`src/design/arr_pkg.sv`:
```
// package for the conversion result registers of channels 9 to 11
// assumes an apb slave with 32-bit data and word-aligned registers
package arr_pkg;
    // register byte offsets
    localparam logic [7:0] OFS_RESULT_CH9 = 8'h00;
    localparam logic [7:0] OFS_RESULT_CH10 = 8'h04;
    localparam logic [7:0] OFS_RESULT_CH11 = 8'h08;
    localparam logic [7:0] OFS_INT_STATUS = 8'h10;
    localparam logic [7:0] OFS_INT_MASK = 8'h14;
    // result register field layout
    localparam int VALUE_LSB = 4;
    localparam int VALUE_MSB = 15;
    localparam int OVERRUN_BIT = 1;
    localparam int STORED_BIT = 0;
    localparam int VALUE_WIDTH = 12;
    localparam int CHANNELS = 3;
    localparam int FIRST_CHANNEL = 9;
    // interrupt status layout: stores in bits 2..0, overruns in bits 6..4
    localparam int INT_STORED_LSB = 0;
    localparam int INT_OVERRUN_LSB = 4;
    // reset values
    localparam logic [31:0] RESET_WORD = 32'h00000000;
    localparam logic [2:0] RESET_FLAGS = 3'h0;
    localparam logic [11:0] RESET_VALUE = 12'h000;
endpackage

```
`src/design/arr_result_regs.sv`:
```
// apb slave with the read-clear conversion result registers of channels 9 to 11
// assumes the converter sequencer pulses one store strobe per finished result
// Operation
// - each result word shows the 12-bit value in bits 15..4, bits 31..16 and 3..2 read zero.
// - storing a result while the previous one is unread sets the overrun flag in bit 1.
// - a software read of a result register clears its overrun flag.
// - every stored result sets the stored flag in bit 0.
// - a software read of a result register clears its stored flag.
// - the result fields are read-only and writes leave them unchanged.
`timescale 1ns/100ps
module arr_result_regs #(
    parameter int VALUE_WIDTH = 12
) (
    input wire logic clk,
    input wire logic reset,
    input wire logic psel,
    input wire logic penable,
    input wire logic pwrite,
    input wire logic [7:0] paddr,
    input wire logic [31:0] pwdata,
    output logic [31:0] prdata,
    output logic pready,
    output logic pslverr,
    input wire logic [2:0] storeStrobe,
    input wire logic [VALUE_WIDTH-1:0] storeValueCh9,
    input wire logic [VALUE_WIDTH-1:0] storeValueCh10,
    input wire logic [VALUE_WIDTH-1:0] storeValueCh11,
    output logic irq
);
    // refuse any value width other than that of the 12-bit result field
    if (VALUE_WIDTH != arr_pkg::VALUE_WIDTH) begin : g_width_check
        $error("value width must match the 12-bit result field");
    end

    logic [VALUE_WIDTH-1:0] storeValue [arr_pkg::CHANNELS];
    logic [VALUE_WIDTH-1:0] resultValue [arr_pkg::CHANNELS];
    logic [2:0] overrunFlag;
    logic [2:0] storedFlag;
    logic [2:0] readStrobe;
    logic [6:0] intStatus;
    logic [6:0] intMask;
    logic [6:0] intEvent;
    logic setup;
    logic access;
    logic [31:0] next_prdata;

    assign storeValue[0] = storeValueCh9;
    assign storeValue[1] = storeValueCh10;
    assign storeValue[2] = storeValueCh11;

    // slot index decode, or -1 for non-result addresses
    function automatic int slot_of(input logic [7:0] addr);
        case (addr)
            arr_pkg::OFS_RESULT_CH9: slot_of = 0;
            arr_pkg::OFS_RESULT_CH10: slot_of = 1;
            arr_pkg::OFS_RESULT_CH11: slot_of = 2;
            default: slot_of = -1;
        endcase
    endfunction

    // result word packing with zero reserved bits
    function automatic logic [31:0] pack_word(input logic [11:0] value, input logic ovr,
                                              input logic stored);
        logic [31:0] w;
        w = arr_pkg::RESET_WORD;
        w[arr_pkg::VALUE_MSB:arr_pkg::VALUE_LSB] = value;
        w[arr_pkg::OVERRUN_BIT] = ovr;
        w[arr_pkg::STORED_BIT] = stored;
        pack_word = w;
    endfunction

    // one-cycle access: pready rises in the access phase
    assign setup = psel && !penable;
    assign access = psel && penable && pready;

    // read strobe fires at the setup edge, where the word is captured, so a
    // result stored after the capture keeps its flag until it is read
    generate
        for (genvar i = 0; i < arr_pkg::CHANNELS; i++) begin : g_slot
            assign readStrobe[i] = setup && !pwrite && (slot_of(paddr) == i);
            arr_result_slot #(
                .VALUE_WIDTH(VALUE_WIDTH)
            ) u_slot (
                .clk(clk),
                .reset(reset),
                .storeStrobe(storeStrobe[i]),
                .storeValue(storeValue[i]),
                .readStrobe(readStrobe[i]),
                .resultValue(resultValue[i]),
                .overrunFlag(overrunFlag[i]),
                .storedFlag(storedFlag[i])
            );
        end
    endgenerate

    // overrun events are stores landing on an unread result
    assign intEvent = {storeStrobe & storedFlag & ~readStrobe, 1'b0, storeStrobe};

    // read data mux
    always_comb begin
        next_prdata = arr_pkg::RESET_WORD;
        case (paddr)
            arr_pkg::OFS_RESULT_CH9,
            arr_pkg::OFS_RESULT_CH10,
            arr_pkg::OFS_RESULT_CH11: begin
                next_prdata = pack_word(resultValue[slot_of(paddr)],
                                        overrunFlag[slot_of(paddr)],
                                        storedFlag[slot_of(paddr)]);
            end
            arr_pkg::OFS_INT_STATUS: next_prdata = {25'h0, intStatus};
            arr_pkg::OFS_INT_MASK: next_prdata = {25'h0, intMask};
            default: next_prdata = arr_pkg::RESET_WORD;
        endcase
    end

    // ready handshake, registered
    always_ff @(posedge clk) begin
        if (reset) begin
            pready <= 1'b0;
        end else begin
            pready <= setup;
        end
    end

    // read data and error answer captured during setup
    always_ff @(posedge clk) begin
        if (reset) begin
            prdata <= arr_pkg::RESET_WORD;
            pslverr <= 1'b0;
        end else if (setup) begin
            prdata <= pwrite ? arr_pkg::RESET_WORD : next_prdata;
            // writes to result words are ignored, not errors
            pslverr <= (slot_of(paddr) < 0) && (paddr != arr_pkg::OFS_INT_STATUS)
                       && (paddr != arr_pkg::OFS_INT_MASK);
        end
    end

    // interrupt mask register
    always_ff @(posedge clk) begin
        if (reset) begin
            intMask <= '0;
        end else if (access && pwrite && paddr == arr_pkg::OFS_INT_MASK) begin
            intMask <= pwdata[6:0];
        end
    end

    // sticky status, write one to clear, a new event wins
    always_ff @(posedge clk) begin
        if (reset) begin
            intStatus <= '0;
        end else if (access && pwrite && paddr == arr_pkg::OFS_INT_STATUS) begin
            intStatus <= (intStatus & ~pwdata[6:0]) | intEvent;
        end else begin
            intStatus <= intStatus | intEvent;
        end
    end

    // level interrupt from registered status and mask
    always_ff @(posedge clk) begin
        if (reset) begin
            irq <= 1'b0;
        end else begin
            irq <= |(intStatus & intMask);
        end
    end
endmodule

```
`src/design/arr_result_slot.sv`:
```
// one conversion result slot: value, overrun flag and stored flag
// assumes store and read strobes are single-cycle and synchronous to clk
`timescale 1ns/100ps
module arr_result_slot #(
    parameter int VALUE_WIDTH = 12
) (
    input wire logic clk,
    input wire logic reset,
    input wire logic storeStrobe,
    input wire logic [VALUE_WIDTH-1:0] storeValue,
    input wire logic readStrobe,
    output logic [VALUE_WIDTH-1:0] resultValue,
    output logic overrunFlag,
    output logic storedFlag
);
    // value latches on every store, untouched by software
    always_ff @(posedge clk) begin
        if (reset) begin
            resultValue <= '0;
        end else if (storeStrobe) begin
            resultValue <= storeValue;
        end
    end

    // stored flag: a store in the read cycle wins over the clear
    always_ff @(posedge clk) begin
        if (reset) begin
            storedFlag <= 1'b0;
        end else if (storeStrobe) begin
            storedFlag <= 1'b1;
        end else if (readStrobe) begin
            storedFlag <= 1'b0;
        end
    end

    // overrun: store while an unread result is held
    always_ff @(posedge clk) begin
        if (reset) begin
            overrunFlag <= 1'b0;
        end else if (storeStrobe && storedFlag && !readStrobe) begin
            overrunFlag <= 1'b1;
        end else if (readStrobe) begin
            overrunFlag <= 1'b0;
        end
    end
endmodule

```
`config.mk`:
```
export PLATFORM = sky130hd
export DESIGN_NAME = arr_result_regs
export DESIGN_NICKNAME = d
export VERILOG_FILES = /design/src/design/arr_pkg.sv /design/src/design/arr_result_regs.sv /design/src/design/arr_result_slot.sv
export SDC_FILE = /design/constraint.sdc
export NUM_CORES = 1
export LEC_CHECK = 0
export CAP_MARGIN = 20
export CORE_MARGIN = 3
export CORE_UTILIZATION = 55
export CTS_CLUSTER_DIAMETER = 30
export CTS_CLUSTER_SIZE = 40
export DETAILED_ROUTE_END_ITERATION = 8
export DONT_BUFFER_PORTS = 1
export GPL_TIMING_DRIVEN = 0
export PLACE_DENSITY = 0.69
export REMOVE_ABC_BUFFERS = 1
export SLEW_MARGIN = 5
export SYNTH_ARGS = -nofsm -noshare
export SYNTH_HDL_FRONTEND = slang
export SYNTH_SLANG_ARGS = --single-unit
```
`constraint.sdc`:
```
create_clock -name clk -period 2.4 [get_ports clk]
set_input_delay 0.36 -clock clk [delete_from_list [all_inputs] [get_ports clk]]
set_output_delay 0.36 -clock clk [all_outputs]
set_load 0.01 [all_outputs]
```
==> impl_metrics.tcl <==
set metrics [dict create \
    antenna_found_initial 0 \
    holdWs_ps 76.7 \
    sequentialPowerShare 0.507 \
    fill_cells 503 \
    power.density_nw_per_um2 743 \
    syn_area_um2 3370 \
    area_growth_syn_to_layout_pct 4.79 \
    grt_pass1_vias 2387 \
    maxSlewViolCount 0 \
    wl_per_cell_um 18.3 \
    combPwrFrac 0.065 \
    timing.rr.end "intStatus[2]$_SDFF_PP0_" \
    start_kind "flip-flop" \
    seqCellArea_um2 1500 \
    vias 2416 \
    final_cells 410 \
    setup_tns_ps 0 \
    max_slew.worst_pin.slew_ps 905 \
    synth_edf_count 0 \
    syn_area_per_cell_um2 9.77 \
    die_h_um 84.3 \
    syn_inst 345 \
    cts_buffers 9 \
    holdPathStages 1 \
    p_sw_mw 0.593 \
    fp.dieArea_um2 7100 \
    worst_path_max_delay_cell "nor4_1" \
    hold_viol 0 \
    cp-end-kind "flip-flop" \
    yosys.area.top_type "dfxtp_1" \
    cts_tree "yes" \
    crit_chain "nand4_1 > nor4_1 > a311oi_1" \
    fin_crit_ps 1820 \
    crit_required_ps 2590 \
    clockBufferDepth 2 \
    finClkSkew_ps 7.16 \
    synth_xor_area_frac 0 \
    multi_input_area_um2 1670 \
    internal_power_mw 2.03 \
    synth_compound_area_frac 0.115 \
    sw_frac_of_total 0.226 \
    ys_seq_elements 75 \
    clkLatencyLatePin_ps 340 \
    cts_root_buf "clkbuf_8" \
    htreeDepth 3 \
    pwr-share-clk 0.428 \
    yosysWarnings 0 \
    grt_overflow_total 0 \
    synthSimpleGateAreaFrac 0.159 \
    min_from "reset" \
    holdPathEnd "g_slot[0].u_slot.resultValue[11]$_SDFFE_PP0P_" \
    synth_top_cell_area_share 0.445 \
    path_delay_family "simple AND/OR/NAND/NOR gates" \
    drv_cap 0 \
    period_share 0.757 \
    max_freq_mhz 550 \
    status "finished, final reports clean" \
    design.core.area_um2 5710 \
    fp-row-count 27 \
    track_usage 0.217 \
    yosysUniqueCellTypes 42 \
    synth_top_family_by_area "multiplexers" \
    dp.cells 394 \
    holdBufCountCts 0 \
    post-route-drc-count 0 \
    drt-initial-drc-count 175 \
    start_util 0.590 \
    final_layout_size_suffix_gt1_frac 0.127 \
    dr.pass1.iters 4 \
    post-place-ws_ps 287 \
    avgViaCountPerCell 5.89 \
    dp_hpwl_um 5190 \
    nets 417 \
    clock-sinks 75 \
    grt_pass1_wl_um 12200 \
    portBuffers 0 \
    ys.flop_type "dfxtp_1" \
    worst-path-buf-inv 0 \
    cts_setup_buffers 0 \
    ios 119 \
    cp_slowest_stage_delay_ps 770 \
    worst-r2r-setup-slack_ps 580 \
    setup_viol 0 \
    synth_area_leaders "dfxtp_1 45%, mux2i_1 13%, mux2_2 6.3%, nor2_1 5.0%, buf_4 3.8%" \
    critPathKind "flip-flop to flip-flop" \
    rr_startpoint "pready$_SDFF_PP0_" \
    synthMuxAreaShare 0.199 \
    dpl_cell_area_um2 3300 \
    wirelength_um 7520 \
    ir_worst_vdd_mv 0.556 \
    synthArstFlopShare 0 \
    cts_resized 0 \
    setup_ws_ps 582 \
    reg2regPathDepth 3 \
    grt_start_max_net_pins 52 \
    antenna_cells 0 \
    final_cell_area_um2 3530 \
    gp_congestion 0.845 \
    slew_headroom 0.388 \
    clkSlewWorstSetupHoldPaths_ps 80 \
    cp.arrival_ps 2010 \
    critPathMaxFanout 5 \
    grt_setup_unrepaired "false" \
    ys_seq_area_frac 0.445 \
    fp.dieW_um 84.3 \
    min_path_type "input port to flip-flop" \
    leakagePower_nw 1.38 \
    synthAdderAreaFrac 0 \
    ant_nets 0 \
]
-- cells in the final DEF (no fill, tap or decap), drive strengths merged, types with 5 or more instances in the layout --
cell type  instances
o2bb2ai            9
a22oi             16
mux2i             43
nand3              5
conb              16
nand4             10
a21oi              6
mux2              19
inv                8
nor2              45
nor4               5
clkbuf            11
o22ai              6
dfxtp             75
nand2             24
-- cells in the mapped netlist (2+ instances only) --
cell type / instances
a21oi_1: 6
a22oi_1: 16
a311oi_1: 3
buf_4: 17
clkbuf_1: 17
clkbuf_8: 3
dfxtp_1: 75
inv_1: 7
mux2_2: 19
mux2i_1: 43
nand2_1: 24
nand2b_1: 4
nand3_1: 5
nand4_1: 10
nor2_1: 45
nor3_1: 2
nor4_1: 4
nor4b_1: 3
o211ai_1: 4
o22ai_1: 6
o2bb2ai_1: 9
o41ai_1: 2
or3_1: 2
-- power groups by stage --
| stage | logic (mW) | clock network [mW] | registers (mW) |
|---|---|---|---|
| after global routing | 0.191 | 1.21 | 1.34 |
| after CTS | 0.171 | 1.14 | 1.33 |
| after floorplan | 0.146 | 0 | 1.35 |
| after detailed placement | 0.170 | 0 | 1.36 |
| final | 0.171 | 1.12 | 1.33 |
| after global placement | 0.164 | 0 | 1.36 |
-- per-layer routing --
| layer | GRT usage | up-vias | part of all wire |
|---|---|---|---|
| met1 | 0.265 | 1125 | 0.41 |
| met2 | 0.356 | 92 | 0.49 |
| met3 | 0.0922 | 6 | 0.089 |
| li1 | - | 1193 | - |
| met5 | 0 | - | 0 |
| met4 | 0.0526 | 0 | 0.0081 |
-- cell families after synthesis --
| kind of cell | after synthesis |
|---|---|
| AO/OA/AOI/OAI | 52 |
| other | 1 |
| AND/OR/NAND/NOR | 107 |
| multiplexers | 63 |
| buffers and inverters | 47 |
| flip-flops | 75 |
-- state kept, by name, summed over array words and instances, names as in the netlist --
register	count
irq	1
intStatus	7
prdata	16
pslverr	1
g_slot.u_slot.resultValue	36
g_slot.u_slot.overrunFlag	3
pready	1
g_slot.u_slot.storedFlag	3
intMask	7
-- worst max path at each step --
| stage | slack, ps | from | cells after the start | end |
|---|---|---|---|---|
| after floorplan | 630 | paddr[5] | 3 | intMask[0]$_SDFFE_PP0P_ |
| after global placement | 200 | paddr[3] | 3 | prdata[4]$_SDFFE_PP0P_ |
| after detailed placement | 290 | paddr[5] | 3 | intStatus[2]$_SDFF_PP0_ |
| after CTS | 590 | pready$_SDFF_PP0_ | 3 | intStatus[2]$_SDFF_PP0_ |
| after global routing | 480 | pready$_SDFF_PP0_ | 3 | intStatus[2]$_SDFF_PP0_ |
| final | 580 | pready$_SDFF_PP0_ | 3 | intStatus[2]$_SDFF_PP0_ |
-- through the flow --
step | utilization | power [mW]
after floorplan | - | 1.50
after global placement | 0.574 | 1.52
after detailed placement | 0.577 | 1.53
after CTS | 0.619 | 2.64
after global routing | 0.619 | 2.74
final | 0.619 | 2.63
-- area by class of cell --
| type | count | share of cell area |
|---|---|---|
| Multi-Input combinational cell | 238 | 0.472 |
| Timing Repair Buffer | 1 | 0.00213 |
| Clock buffer | 11 | 0.0429 |
| Inverter | 8 | 0.00850 |
| Clock inverter | 5 | 0.0237 |
| Sequential cell | 75 | 0.425 |
| Tap cell | 72 | 0.0255 |
Note: power is estimated with default switching activity, not from simulation.
